===== src/pkg/evtcnt_pkg.sv =====
// ****************************************************************
// Event counter channel shared definitions
// ****************************************************************
package evtcnt_pkg;

   // ****************************************************************
   // Register map (byte addresses on the APB side)
   // ****************************************************************
   localparam logic [11:0] CTRL_OFS = 12'h000;
   localparam logic [11:0] COUNT_OFS = 12'h004;
   localparam logic [11:0] STAT_OFS = 12'h008;

   // ****************************************************************
   // Reset values and counter limits
   // ****************************************************************
   localparam logic [15:0] COUNT_RST = 16'h0000;
   localparam logic [15:0] CNT_MAX = 16'hFFFF;
   localparam logic [15:0] CNT_MIN = 16'h0000;
   localparam logic [15:0] CNT_ONE = 16'h0001;
   localparam logic [9:0] CTRL_RST = 10'h000;
   localparam logic [2:0] WORD_PAD = 3'h0;

   // ****************************************************************
   // Count source select codes
   // ****************************************************************
   localparam logic [1:0] TRIG_PIN = 2'h0;
   localparam logic [1:0] TRIG_B2 = 2'h1;
   localparam logic [1:0] TRIG_PREV = 2'h2;
   localparam logic [1:0] TRIG_NEXT = 2'h3;

   // Channels from this index upward own the two-phase decoder
   localparam int unsigned FIRST_TWO_PHASE_CH = 2;
   localparam int unsigned X4_SEL_CH = 3;
   localparam int unsigned X4_FIXED_CH = 4;

   // Control word, bit 0 is run, bit 9 is x4 select
   typedef struct packed {
      logic x4_sel;
      logic two_phase;
      logic rise_edge;
      logic [1:0] trig_sel;
      logic pulse_en;
      logic free_run;
      logic dir_from_pin;
      logic up;
      logic run;
   } ctrl_t;

   // Status word, bit 0 is run flag echo
   typedef struct packed {
      logic pin_level;
      logic counting;
      logic running;
   } stat_t;

   // Run state, Gray coded along idle, armed, counting
   typedef enum logic [1:0] {
      ST_IDLE = 2'h0,
      ST_ARMED = 2'h1,
      ST_COUNT = 2'h3
   } run_st_t;

   // Phase decoder mode
   typedef enum logic [1:0] {
      PH_OFF = 2'h0,
      PH_NORMAL = 2'h1,
      PH_X4 = 2'h3
   } phase_mode_t;

   // Two phase inputs: a on the event pin, b on the out/dir pin
   typedef struct packed {
      logic a;
      logic b;
   } phase_t;

endpackage


===== src/phase_decoder.sv =====
`timescale 1ns/1ps
`default_nettype none
// ****************************************************************
// Two-phase pulse decoder
// ****************************************************************
module phase_decoder (
   // Clock, reset and enable
   input wire logic clk,
   input wire logic rst_n,
   input wire logic ce,
   // Mode and phases
   input wire evtcnt_pkg::phase_mode_t mode,
   input wire evtcnt_pkg::phase_t ph,
   // Count strobes
   output logic inc,
   output logic dec
);
   evtcnt_pkg::phase_t prev_q;
   logic a_rise, a_fall, b_rise, b_fall, up4, dn4, n_inc, n_dec;

   // Previous phase levels for edge detection
   always_ff @(posedge clk or negedge rst_n) begin
      if (!rst_n) begin
         prev_q <= '0;
      end else if (ce) begin
         prev_q <= ph;
      end
   end

   assign a_rise = ph.a & ~prev_q.a;
   assign a_fall = ~ph.a & prev_q.a;
   assign b_rise = ph.b & ~prev_q.b;
   assign b_fall = ~ph.b & prev_q.b;

   // Normal: a edges counted only while b is high
   assign n_inc = a_rise & ph.b;
   assign n_dec = a_fall & ph.b;

   // Times four: every edge, direction from which phase leads
   assign up4 = (a_rise & ph.b) | (a_fall & ~ph.b) |
                (b_rise & ~ph.a) | (b_fall & ph.a);
   assign dn4 = (a_rise & ~ph.b) | (a_fall & ph.b) |
                (b_rise & ph.a) | (b_fall & ~ph.a);

   // In times four, both phases moving at once is ambiguous, so it is dropped
   assign inc = (mode == evtcnt_pkg::PH_X4) ? (up4 & ~dn4) :
                (mode == evtcnt_pkg::PH_NORMAL) ? n_inc : 1'b0;
   assign dec = (mode == evtcnt_pkg::PH_X4) ? (dn4 & ~up4) :
                (mode == evtcnt_pkg::PH_NORMAL) ? n_dec : 1'b0;
endmodule
`default_nettype wire


===== src/event_counter.sv =====
// The placing of the registers and the APB register port were left to the implementer.
`timescale 1ns/1ps
`default_nettype none
module event_counter #(
   parameter int unsigned CH = 3,
   parameter int unsigned CNT_W = 16
) (
   // Clock, reset, enable
   input wire logic pclk,
   input wire logic presetn,
   input wire logic ce,
   // APB slave
   input wire logic psel,
   input wire logic penable,
   input wire logic pwrite,
   input wire logic [11:0] paddr,
   input wire logic [31:0] pwdata,
   output logic [31:0] prdata,
   output logic pready,
   output logic pslverr,
   // Event input pin
   input wire logic event_input_pin,
   // Pulse out or direction pin, three signals
   input wire logic pin_in,
   output logic pin_out,
   output logic pin_oe,
   // Wrap pulses of neighbouring timers
   input wire logic b2_wrap,
   input wire logic prev_wrap,
   input wire logic next_wrap,
   // Overflow or underflow request pulse
   output logic wrap_irq
);
   // ****************************************************************
   // Declarations
   // ****************************************************************
   evtcnt_pkg::ctrl_t ctrl_q, ctrl_d;
   evtcnt_pkg::stat_t stat_w;
   evtcnt_pkg::run_st_t st_q, st_d;
   evtcnt_pkg::phase_mode_t ph_mode;
   evtcnt_pkg::phase_t ph_w;
   logic [CNT_W-1:0] cnt_q, cnt_d, reload_q, reload_d, wdata_w;
   logic [CNT_W-1:0] cnt_inc, cnt_dec;
   logic [31:0] prdata_q, rdata_w;
   logic pready_q, pslverr_q, pout_q, pout_d, oe_q, irq_q, pin_q;
   logic pin_prev_q, pin_edge, src_pulse, ph_inc, ph_dec;
   logic tp_on, x4_on, evt, up_w, wrap, underflow;
   logic acc, wr, rd, hit_ctrl, hit_cnt, hit_stat, hit_any;
   logic wr_ctrl, wr_cnt, early;

   // ****************************************************************
   // APB decode
   // ****************************************************************
   // One wait state: pready rises the cycle after the access phase
   // opens, and the transfer completes at the edge ending that cycle
   assign acc = psel & penable & pready_q;
   assign wr = acc & pwrite;
   assign rd = psel & penable & ~pready_q & ~pwrite;
   assign hit_ctrl = (paddr == evtcnt_pkg::CTRL_OFS);
   assign hit_cnt = (paddr == evtcnt_pkg::COUNT_OFS);
   assign hit_stat = (paddr == evtcnt_pkg::STAT_OFS);
   assign hit_any = hit_ctrl | hit_cnt | hit_stat;
   assign wr_ctrl = wr & hit_ctrl;
   assign wr_cnt = wr & hit_cnt;
   assign wdata_w = pwdata[CNT_W-1:0];

   // Read mux, counter read returns the live count
   assign stat_w = '{pin_level: pout_q,
                     counting: (st_q == evtcnt_pkg::ST_COUNT),
                     running: ctrl_q.run};
   assign rdata_w = hit_ctrl ? {22'h000000, ctrl_q} :
                    hit_cnt ? {{(32-CNT_W){1'b0}}, cnt_q} :
                    hit_stat ? {29'h00000000, stat_w} :
                    32'h00000000;

   // Bus handshake and read data registers
   always_ff @(posedge pclk or negedge presetn) begin
      if (!presetn) begin
         pready_q <= 1'b0;
         pslverr_q <= 1'b0;
         prdata_q <= 32'h00000000;
      end else if (ce) begin
         pready_q <= psel & penable & ~pready_q;
         pslverr_q <= psel & penable & ~pready_q & ~hit_any;
         if (rd) begin
            prdata_q <= rdata_w;
         end
      end
   end

   // ****************************************************************
   // Control register
   // ****************************************************************
   // Two-phase bits are forced low on channels without the decoder,
   // so software sees them read back as zero there
   always_comb begin
      ctrl_d = ctrl_q;
      if (wr_ctrl) begin
         ctrl_d = evtcnt_pkg::ctrl_t'(pwdata[9:0]);
         if (CH < evtcnt_pkg::FIRST_TWO_PHASE_CH) begin
            ctrl_d.two_phase = 1'b0;
         end
         if (CH != evtcnt_pkg::X4_SEL_CH) begin
            ctrl_d.x4_sel = 1'b0;
         end
      end
   end

   always_ff @(posedge pclk or negedge presetn) begin
      if (!presetn) begin
         ctrl_q <= evtcnt_pkg::CTRL_RST;
      end else if (ce) begin
         ctrl_q <= ctrl_d;
      end
   end

   // ****************************************************************
   // Count source
   // ****************************************************************
   // Both pins become phases when two-phase processing is on
   assign tp_on = ctrl_q.two_phase;
   assign x4_on = (CH == evtcnt_pkg::X4_FIXED_CH) |
                  ((CH == evtcnt_pkg::X4_SEL_CH) & ctrl_q.x4_sel);
   assign ph_mode = !tp_on ? evtcnt_pkg::PH_OFF :
                    x4_on ? evtcnt_pkg::PH_X4 :
                    evtcnt_pkg::PH_NORMAL;
   assign ph_w = '{a: event_input_pin, b: pin_in};

   phase_decoder u_phase (
      .clk(pclk),
      .rst_n(presetn),
      .ce(ce),
      .mode(ph_mode),
      .ph(ph_w),
      .inc(ph_inc),
      .dec(ph_dec)
   );

   // Edge of the event pin with software chosen polarity
   always_ff @(posedge pclk or negedge presetn) begin
      if (!presetn) begin
         pin_prev_q <= 1'b0;
      end else if (ce) begin
         pin_prev_q <= event_input_pin;
      end
   end

   assign pin_edge = ctrl_q.rise_edge ?
                     (event_input_pin & ~pin_prev_q) :
                     (~event_input_pin & pin_prev_q);

   // Pin only on code 00; other codes pick a neighbour wrap, where
   // prev is channel i-1 (4 for 0) and next is i+1 (0 for 4)
   assign src_pulse =
      (ctrl_q.trig_sel == evtcnt_pkg::TRIG_PIN) ? pin_edge :
      (ctrl_q.trig_sel == evtcnt_pkg::TRIG_B2) ? b2_wrap :
      (ctrl_q.trig_sel == evtcnt_pkg::TRIG_PREV) ? prev_wrap :
      next_wrap;

   // Direction: phase relation, pin level, or software flag
   assign up_w = tp_on ? ph_inc :
                 ctrl_q.dir_from_pin ? pin_in :
                 ctrl_q.up;
   assign evt = ctrl_q.run &
                (tp_on ? (ph_inc | ph_dec) : src_pulse);

   // ****************************************************************
   // Counter and reload register
   // ****************************************************************
   assign cnt_inc = cnt_q + CNT_W'(1);
   assign cnt_dec = cnt_q - CNT_W'(1);
   assign underflow = evt & ~up_w & (cnt_q == CNT_W'(0));
   assign wrap = underflow |
                 (evt & up_w & (cnt_q == {CNT_W{1'b1}}));
   // Writes reach the counter until the first event is counted
   assign early = ~ctrl_q.run | (st_q != evtcnt_pkg::ST_COUNT);

   // A write before the first event beats a same-cycle event
   always_comb begin
      reload_d = reload_q;
      cnt_d = cnt_q;
      if (wr_cnt) begin
         reload_d = wdata_w;
      end
      if (wr_cnt && early) begin
         cnt_d = wdata_w;
      end else if (wrap && !ctrl_q.free_run) begin
         cnt_d = reload_q;
      end else if (evt) begin
         cnt_d = up_w ? cnt_inc : cnt_dec;
      end
   end

   always_ff @(posedge pclk or negedge presetn) begin
      if (!presetn) begin
         cnt_q <= evtcnt_pkg::COUNT_RST;
         reload_q <= evtcnt_pkg::COUNT_RST;
      end else if (ce) begin
         cnt_q <= cnt_d;
         reload_q <= reload_d;
      end
   end

   // ****************************************************************
   // Run state
   // ****************************************************************
   // Armed after start, counting once the first event has landed
   always_comb begin
      st_d = st_q;
      case (st_q)
         evtcnt_pkg::ST_IDLE: begin
            // An event in the very first run cycle is the first event
            if (evt) begin
               st_d = evtcnt_pkg::ST_COUNT;
            end else if (ctrl_q.run) begin
               st_d = evtcnt_pkg::ST_ARMED;
            end
         end
         evtcnt_pkg::ST_ARMED: begin
            if (!ctrl_q.run) begin
               st_d = evtcnt_pkg::ST_IDLE;
            end else if (evt) begin
               st_d = evtcnt_pkg::ST_COUNT;
            end
         end
         evtcnt_pkg::ST_COUNT: begin
            if (!ctrl_q.run) begin
               st_d = evtcnt_pkg::ST_IDLE;
            end
         end
         default: begin
            st_d = evtcnt_pkg::ST_IDLE;
         end
      endcase
   end

   always_ff @(posedge pclk or negedge presetn) begin
      if (!presetn) begin
         st_q <= evtcnt_pkg::ST_IDLE;
      end else if (ce) begin
         st_q <= st_d;
      end
   end

   // ****************************************************************
   // Pulse output and request
   // ****************************************************************
   // Pin is only driven as pulse output; as dir or phase input it
   // is left undriven
   assign pout_d = !ctrl_q.run ? 1'b0 :
                   underflow ? ~pout_q :
                   pout_q;

   always_ff @(posedge pclk or negedge presetn) begin
      if (!presetn) begin
         pout_q <= 1'b0;
         pin_q <= 1'b0;
         oe_q <= 1'b0;
         irq_q <= 1'b0;
      end else if (ce) begin
         pout_q <= pout_d;
         pin_q <= pout_d & ctrl_d.pulse_en;
         oe_q <= ctrl_q.pulse_en & ~ctrl_q.dir_from_pin & ~tp_on;
         irq_q <= wrap;
      end
   end

   assign prdata = prdata_q;
   assign pready = pready_q;
   assign pslverr = pslverr_q;
   assign pin_out = pin_q;
   assign pin_oe = oe_q;
   assign wrap_irq = irq_q;
endmodule
`default_nettype wire


===== config.mk =====
export PLATFORM = sky130hd
export DESIGN_NAME = event_counter
export DESIGN_NICKNAME = d
export VERILOG_FILES = /design/src/pkg/evtcnt_pkg.sv /design/src/phase_decoder.sv /design/src/event_counter.sv
export SDC_FILE = /design/constraint.sdc
export NUM_CORES = 1
export LEC_CHECK = 0
export ABC_CLOCK_PERIOD_IN_PS = 3300
export BUFFER_PORTS_ARGS = -buffer_cell sky130_fd_sc_hd__buf_4
export CORE_MARGIN = 1
export CORE_UTILIZATION = 51
export CTS_BUF_LIST = sky130_fd_sc_hd__clkbuf_4 sky130_fd_sc_hd__clkbuf_8
export DETAILED_ROUTE_END_ITERATION = 8
export PLACE_DENSITY = 0.77
export SKIP_LAST_GASP = 1
export SLEW_MARGIN = 20
export SYNTH_ARGS = -nofsm -noshare
export SYNTH_HDL_FRONTEND = slang
export SYNTH_SLANG_ARGS = --single-unit
export TNS_END_PERCENT = 5

===== constraint.sdc =====
create_clock -name pclk -period 3.3 [get_ports pclk]
set_clock_uncertainty 0.1 [all_clocks]
set_input_delay 0.33 -clock pclk [delete_from_list [all_inputs] [get_ports pclk]]
set_output_delay 0.33 -clock pclk [all_outputs]
set_load 0.01 [all_outputs]

# Yosys cells after proc, flatten, opt, wreduce, memory -nomap -nowiden
# Cells that the tools add are included.
# word_totals
register_bits,84
input_bits,55
output_inout_bits,37
elab_cells,133
# op_classes
addsub,2
n_eq_ne,13
mux,29
n_bitwise,55
reduce_logical,13
# op_table
cell,count
2-to-1 mux 16 bit,6
AND 1 bit,30
"adder 16 x 1 -> 16 bit, second input constant",1
"equality test 16 bit, second input constant",1
zero test 16 bit,1
"subtractor 16 x 1 -> 16 bit, second input constant",1
2-to-1 mux 2 bit,7
NOT 1 bit,14
2-to-1 mux 1 bit,13
"equality test 12 x 3 -> 1 bit, second input constant",1
"equality test 12 x 4 -> 1 bit, second input constant",1
zero test 12 bit,1
bitwise OR 1 bit,11
AND reduction 2 bit,4
"equality test 2 x 1 -> 1 bit, second input constant",3
"equality test 2 bit, second input constant",3
"!= test 3 bit, second input constant",2
case mux 2 bit (3 select lines),1
2-to-1 mux 5 bit,1
zero test 2 bit,2
"!= test 2 bit, second input constant",2
AND reduction 4 bit,1
2-to-1 mux 3 bit,1
nonzero test 3 bit,1
other kinds (2),3

# Logic depth before layout (Yosys ltp)
# logic_depth
depth_word,18
depth_mapped,16
mapped_depth_nobuf,13

# Hierarchy
# A second synthesis with hierarchy kept.
# unflattened
hier_cells,451
hier_area_um2,4231.6
# by_module_without_submodules
mod,n_inst,cells_per_inst,area_each_um2,seq_area_each_um2
event_counter,1,432,4057.6,1676.6
phase_decoder,1,19,173.9,50.0

# Least setup slack after synthesis
# No wires, ideal clock.
# synth_timing
path_kind,input to register
startpoint,in pin_in
endpoint,reg cnt_q[14]
setup_time_ns,0.124
t_arrival_ns,3.077
required_ns,3.076
path_slack_ns,-0.001
cell_stages,16
n_path_buf,3
path_cell_list,buf_2 > xnor2_1 > or4_4 > a41oi_4 > buf_2 > buf_2 > xnor2_1 > ha_1 > nor2_1 > nand2b_1 > or2_2 > nor4_1 > a41oi_1 > xnor2_1 > a22oi_1 > nand2_1
# synth_between
elab_chain_cells,17
word_cells_on_any_way,43
classes_between,mux: 11; bitwise: 29; reduce/logical: 3
# synth_rtl
element,line_no,source
from (decl),event_counter.sv:24,"input wire logic pin_in,"
NOT 1 bit,"phase_decoder.sv:33, phase_decoder.sv:40, phase_decoder.sv:42",
AND 1 bit (on tied branches),"phase_decoder.sv:42, phase_decoder.sv:40",
bitwise OR 1 bit (on tied branches) (2 in series),"phase_decoder.sv:42, phase_decoder.sv:40",
bitwise OR 1 bit (on tied branches),"phase_decoder.sv:43, phase_decoder.sv:41",
NOT 1 bit (on tied branches),"phase_decoder.sv:46, phase_decoder.sv:48",
AND 1 bit (on tied branches),"phase_decoder.sv:46, phase_decoder.sv:48",
2-to-1 mux 1 bit (on tied branches),"phase_decoder.sv:46, phase_decoder.sv:48",
bitwise OR 1 bit,event_counter.sv:165,(tp_on ? (ph_inc | ph_dec) : src_pulse);
2-to-1 mux 1 bit,event_counter.sv:165,
AND 1 bit,event_counter.sv:164,assign evt = ctrl_q.run &
AND 1 bit (on tied branches) (2 in series),"event_counter.sv:172, event_counter.sv:174",
bitwise OR 1 bit,event_counter.sv:173,assign wrap = underflow |
logical AND 1 bit,event_counter.sv:187,end else if (wrap && !ctrl_q.free_run) begin
nonzero test 3 bit (no source line) or 2-to-1 mux 16 bit (tied branches),-,
AND reduction 2 bit (no source line) or 2-to-1 mux 16 bit (tied branches),-,
to (signal assigned),event_counter.sv:196,cnt_q <= evtcnt_pkg::COUNT_RST;
to (signal assigned),event_counter.sv:199,cnt_q <= cnt_d;
to (decl),event_counter.sv:42,"logic [CNT_W-1:0] cnt_q, cnt_d, reload_q, reload_d, wdata_w;"
# Several ways; a longest one is shown, not always the timed one. The select of a mux whose other input is x is not followed.
# A chain may end at the register's enable or synchronous reset.

# Final worst setup path
# layout_timing
startpoint,reg pin_prev_q
endpoint,reg cnt_q[14]
# layout_between
elab_chain_cells,18
word_cells_on_any_way,40
classes_between,mux: 12; bitwise: 25; reduce/logical: 3
# layout_rtl
element,line_no,source
from (decl),event_counter.sv:46,"logic pin_prev_q, pin_edge, src_pulse, ph_inc, ph_dec;"
from (signal assigned),event_counter.sv:144,pin_prev_q <= event_input_pin;
NOT 1 bit,event_counter.sv:149,(event_input_pin & ~pin_prev_q) :
AND 1 bit,event_counter.sv:149,
AND 1 bit (on tied branches),-,
bitwise OR 1 bit (on tied branches) (3 in series),-,
NOT 1 bit (on tied branches),-,
AND 1 bit (on tied branches),-,
2-to-1 mux 1 bit (on tied branches),-,
bitwise OR 1 bit,-,
2-to-1 mux 1 bit,event_counter.sv:165,
AND 1 bit,event_counter.sv:164,
AND 1 bit (on tied branches) (2 in series),"event_counter.sv:172, event_counter.sv:174",
bitwise OR 1 bit,event_counter.sv:173,
logical AND 1 bit,event_counter.sv:187,
nonzero test 3 bit (no source line) or 2-to-1 mux 16 bit (tied branches),-,
AND reduction 2 bit (no source line) or 2-to-1 mux 16 bit (tied branches),-,
# Several ways; a longest one is shown, not always the timed one. The select of a mux whose other input is x is not followed.

==> impl_results.html <==
<table>
<tr><th>Metric</th><th>Value</th></tr>
<tr><th colspan="2">Detailed routing</th></tr>
<tr><td>First drt pass iteration count</td><td>5</td></tr>
<tr><td>Total wire length</td><td>9.93 mm</td></tr>
<tr><td>Vias after detailed routing</td><td>3379</td></tr>
<tr><td>Detailed-route wire length per cell</td><td>17.3 um</td></tr>
<tr><td>Final routed DRC violation total</td><td>0</td></tr>
<tr><td>ANT nets after route</td><td>0</td></tr>
<tr><td>Via-to-Cell Ratio</td><td>between 5 and 6</td></tr>
<tr><td>Violation count after the first detailed-routing iteration</td><td>190</td></tr>
<tr><th colspan="2">Cells and area</th></tr>
<tr><td>Leading cell types in the layout, fill and taps excluded</td><td>78 x buf_4, 68 x dfrtp_1, 36 x nor2_1, 34 x nand2_1, 27 x mux2_2</td></tr>
<tr><td>Total area of multi-input combinational cells</td><td>2010 um^2</td></tr>
<tr><td>Number of antenna repair diodes</td><td>0</td></tr>
<tr><td>FF/Latch Area</td><td>1700 um^2</td></tr>
<tr><td>Share of post-route cells with drive strength above 1</td><td>28.3%</td></tr>
<tr><td>Area added between synthesis and finish</td><td>18.5%</td></tr>
<tr><td>Finished layout cell area</td><td>~4600 um^2</td></tr>
<tr><td>Count of fill cells added during filler insertion</td><td>636</td></tr>
<tr><td>Number of nets at the end of the flow</td><td>525</td></tr>
<tr><td>End-of-flow core utilization</td><td>between 60% and 70%</td></tr>
<tr><td>Non-filler instance count after layout</td><td>573</td></tr>
<tr><td>Most common cell after layout, fill and taps aside</td><td>buf_4</td></tr>
<tr><th colspan="2">Floorplanning</th></tr>
<tr><td>Core Rows</td><td>31</td></tr>
<tr><td>Floorplan die area</td><td>8030 um^2</td></tr>
<tr><td>Placeable Area</td><td>7330 um^2</td></tr>
<tr><td>Die Span Y</td><td>89.6 um</td></tr>
<tr><td>Horizontal extent of the die</td><td>89.6 um</td></tr>
<tr><td>Starting utilization of the core area</td><td>53.4%</td></tr>
<tr><td>Io pins</td><td>~90</td></tr>
<tr><th colspan="2">Power</th></tr>
<tr><td>Static leakage</td><td>approximately 0.0021 uW</td></tr>
<tr><td>Worst IR Drop VDD</td><td>237 uV</td></tr>
<tr><td>Power density over cell area</td><td>490 nW/um^2</td></tr>
<tr><th colspan="2">Critical path</th></tr>
<tr><td>Worst path required time</td><td>roughly 3.4 ns</td></tr>
<tr><td>Internal reg-to-reg setup slack</td><td>between 0.15 and 0.2 ns</td></tr>
<tr><td>CP startpoint kind</td><td>register</td></tr>
<tr><td>Capturing element type of the critical path</td><td>register</td></tr>
<tr><td>Maximum fanout along the worst path</td><td>6</td></tr>
<tr><td>Arrival time of the worst setup path</td><td>between 3 and 4 ns</td></tr>
<tr><td>WS Path Type</td><td>register to register</td></tr>
<tr><th colspan="2">Synth</th></tr>
<tr><td>Share of synthesized area occupied by flip-flops and latches</td><td>43.5%</td></tr>
<tr><td>Post-Synthesis Cell Area</td><td>3920 um^2</td></tr>
<tr><td>Number of distinct library cells after synthesis</td><td>60</td></tr>
<tr><td>Syn avg cell area</td><td>9.72 um^2</td></tr>
<tr><td>Post-synth EDFFs</td><td>0</td></tr>
<tr><td>Number of warnings reported in the yosys synthesis log</td><td>0</td></tr>
<tr><td>Flop and latch count out of synthesis</td><td>68</td></tr>
<tr><td>Async S/R FF share, synth</td><td>100%</td></tr>
<tr><td>Cell count after synthesis</td><td>403</td></tr>
<tr><td>Ys flop type</td><td>dfrtp_1</td></tr>
<tr><th colspan="2">Timing</th></tr>
<tr><td>Final count of negative-setup-slack endpoints</td><td>0</td></tr>
<tr><td>Shortest period the worst path allows</td><td>approximately 3.1 ns</td></tr>
<tr><td>Final clock period utilization by the worst path</td><td>94.5%</td></tr>
<tr><td>Worst max-slew margin expressed relative to the limit</td><td>42.9%</td></tr>
<tr><td>Endpoints failing hold</td><td>28</td></tr>
<tr><td>Worst Max-Slew Pin Slew</td><td>0.857 ns</td></tr>
<tr><td>Total negative slack for setup checks</td><td>0 ns</td></tr>
<tr><td>WHS</td><td>-0.0249 ns</td></tr>
<tr><td>Max Clk Rate</td><td>approximately 0.32 GHz</td></tr>
<tr><td>RSZ-0062 raised after global routing</td><td>no</td></tr>
<tr><td>Max-slew violation total from the final report</td><td>0</td></tr>
<tr><th colspan="2">Clocking</th></tr>
<tr><td>Htree depth</td><td>3</td></tr>
<tr><td>CTS tree</td><td>built</td></tr>
<tr><td>Clock transition at path regs</td><td>~0.080 ns</td></tr>
<tr><td>Resized cells post-CTS</td><td>0</td></tr>
<tr><td>Number of buffers inserted to repair setup after CTS</td><td>0</td></tr>
<tr><td>Quantity of hold-fixing buffers added after cts</td><td>0</td></tr>
<tr><td>Clock net sink count</td><td>68</td></tr>
<tr><td>Clock insertion delay at the later pin of the skew report</td><td>about 0.35 ns</td></tr>
<tr><td>Maximum root-to-sink buffer count</td><td>2</td></tr>
<tr><td>Cell at the root of the clock tree</td><td>clkbuf_8</td></tr>
<tr><td>Number of buffers inserted during clock tree synthesis</td><td>9</td></tr>
<tr><th colspan="2">Global routing</th></tr>
<tr><td>Via count of the first global-routing pass</td><td>3124</td></tr>
<tr><td>Maximum number of pins on one net before global-route repair</td><td>69</td></tr>
<tr><td>Total grt overflow</td><td>0</td></tr>
<tr><td>Overall track demand over capacity in global routing</td><td>27.0%</td></tr>
<tr><td>Number of antenna violations at the first check in global routing</td><td>0</td></tr>
<tr><td>First-pass GRT wire length</td><td>15.8 mm</td></tr>
<tr><th colspan="2">Status</th></tr>
<tr><td>Violations in the final reports</td><td>negative hold slack</td></tr>
<tr><td>Result of the run</td><td>complete, but fails checks</td></tr>
<tr><th colspan="2">Flow run</th></tr>
<tr><td>Maximum capacitance violations</td><td>0</td></tr>
<tr><th colspan="2">Place</th></tr>
<tr><td>I/O Buffers</td><td>between 50 and 60</td></tr>
<tr><td>Cell Area, Placed</td><td>roughly 4500 um^2</td></tr>
<tr><td>Routability congestion estimate from global placement</td><td>0.909</td></tr>
<tr><td>Total placed cells including tap cells</td><td>557</td></tr>
<tr><td>Final HPWL from detailed placement</td><td>7.29 mm</td></tr>
<tr><th colspan="2">Min path</th></tr>
<tr><td>Worst hold path type</td><td>input pin to async pin</td></tr>
</table>
## stage by stage
stage	worst slack (ns)	power, uW
after floorplan	0.0416	1470
after global placement	0.255	1630
after detailed placement	0.189	1660
after CTS	0.204	2280
after global routing	0.0422	2390
final	0.183	2270
## worst max-delay path: stages (launching register included)
cell,delay [ns]
dfrtp_1,0.44
xnor2_1,0.16
or4_4,0.44
a41oi_4,0.26
xnor2_1,0.10
ha_1,0.24
nor2_1,0.16
nand2b_1,0.15
or2_2,0.31
nor4_1,0.18
a41oi_1,0.09
xnor2_1,0.16
a22oi_1,0.14
nand2_1,0.07
## sequential cells by signal (all words and copies together), names as in the netlist, 2 cells and up
register	cells
prdata	16
cnt_q	16
reload_q	16
st_q	2
ctrl_q	8
## final cells by class
cell class / instances / share of cell area [%]
Inverter: 11 / 0.890
Tap cell: 99 / 2.67
Clock buffer: 10 / 2.97
Timing Repair Buffer: 78 / 12.6
Sequential cell: 68 / 36.7
Clock inverter: 6 / 0.836
Multi-Input combinational cell: 301 / 43.3
## cells by family after synthesis
kind of cell	synth area share [%]
simple gates	18.5
flops	43.5
mux	10.1
buf+inv	6.80
compound gates	17.0
xor+xnor	3.80
other cells	0.0958
fa+ha+maj	0.319
## cell usage after synthesis (all sizes together) (2+ instances only)
library cell,n,share of area (%)
a21oi,22,2.8
o21ai,16,2.0
or3,3,0.61
nor4,14,2.6
mux2,27,7.8
o22ai,7,1.1
nand3,11,1.4
or4,7,1.5
a31oi,2,0.32
clkbuf,16,1.5
o31a,2,0.45
nand4,4,0.80
and3,6,0.99
a22o,5,1.1
buf,22,4.2
a211oi,4,1.1
nor2,36,3.5
and2,4,0.64
a41oi,3,1.2
nor2b,3,0.48
o32ai,2,0.45
mux2i,9,2.3
nor3,6,0.77
xor2,7,1.6
xnor2,10,2.2
o21a,2,0.38
dfrtp,68,43
a31o,2,0.45
o31ai,2,0.38
nand2b,4,0.64
o311a,2,0.51
inv,11,1.1
nand2,34,3.3
a221oi,8,1.8
a21o,2,0.38
a22oi,6,1.2
## routing by layer
layer / vias up / part of all wire, % / track usage [%] / wire length (um)
li1: 1579 / - / - / -
met1: 1621 / 45 / 37.1 / 4460
met2: 166 / 47 / 42.0 / 4630
met3: 13 / 7.2 / 6.31 / 710
met4: 0 / 1.2 / 9.38 / 122
met5: - / 0 / 0 / 0
## worst paths after layout
path	startpoint	end	cells after the start
worst min register to register	prdata[11]	prdata[11]	2
max in group asynchronous	presetn	st_q[0]	1
worst max register to register	pin_prev_q	cnt_q[14]	13
worst min-delay path	presetn	pin_out	1
min in group pclk	pwdata[14]	reload_q[14]	2
worst max-delay path	pin_prev_q	cnt_q[14]	13
## power breakdown
group	switching (uW)	internal [uW]
clock	333	291
combinational	274	275
sequential	174	928
Power figures use the tool's default switching activity.
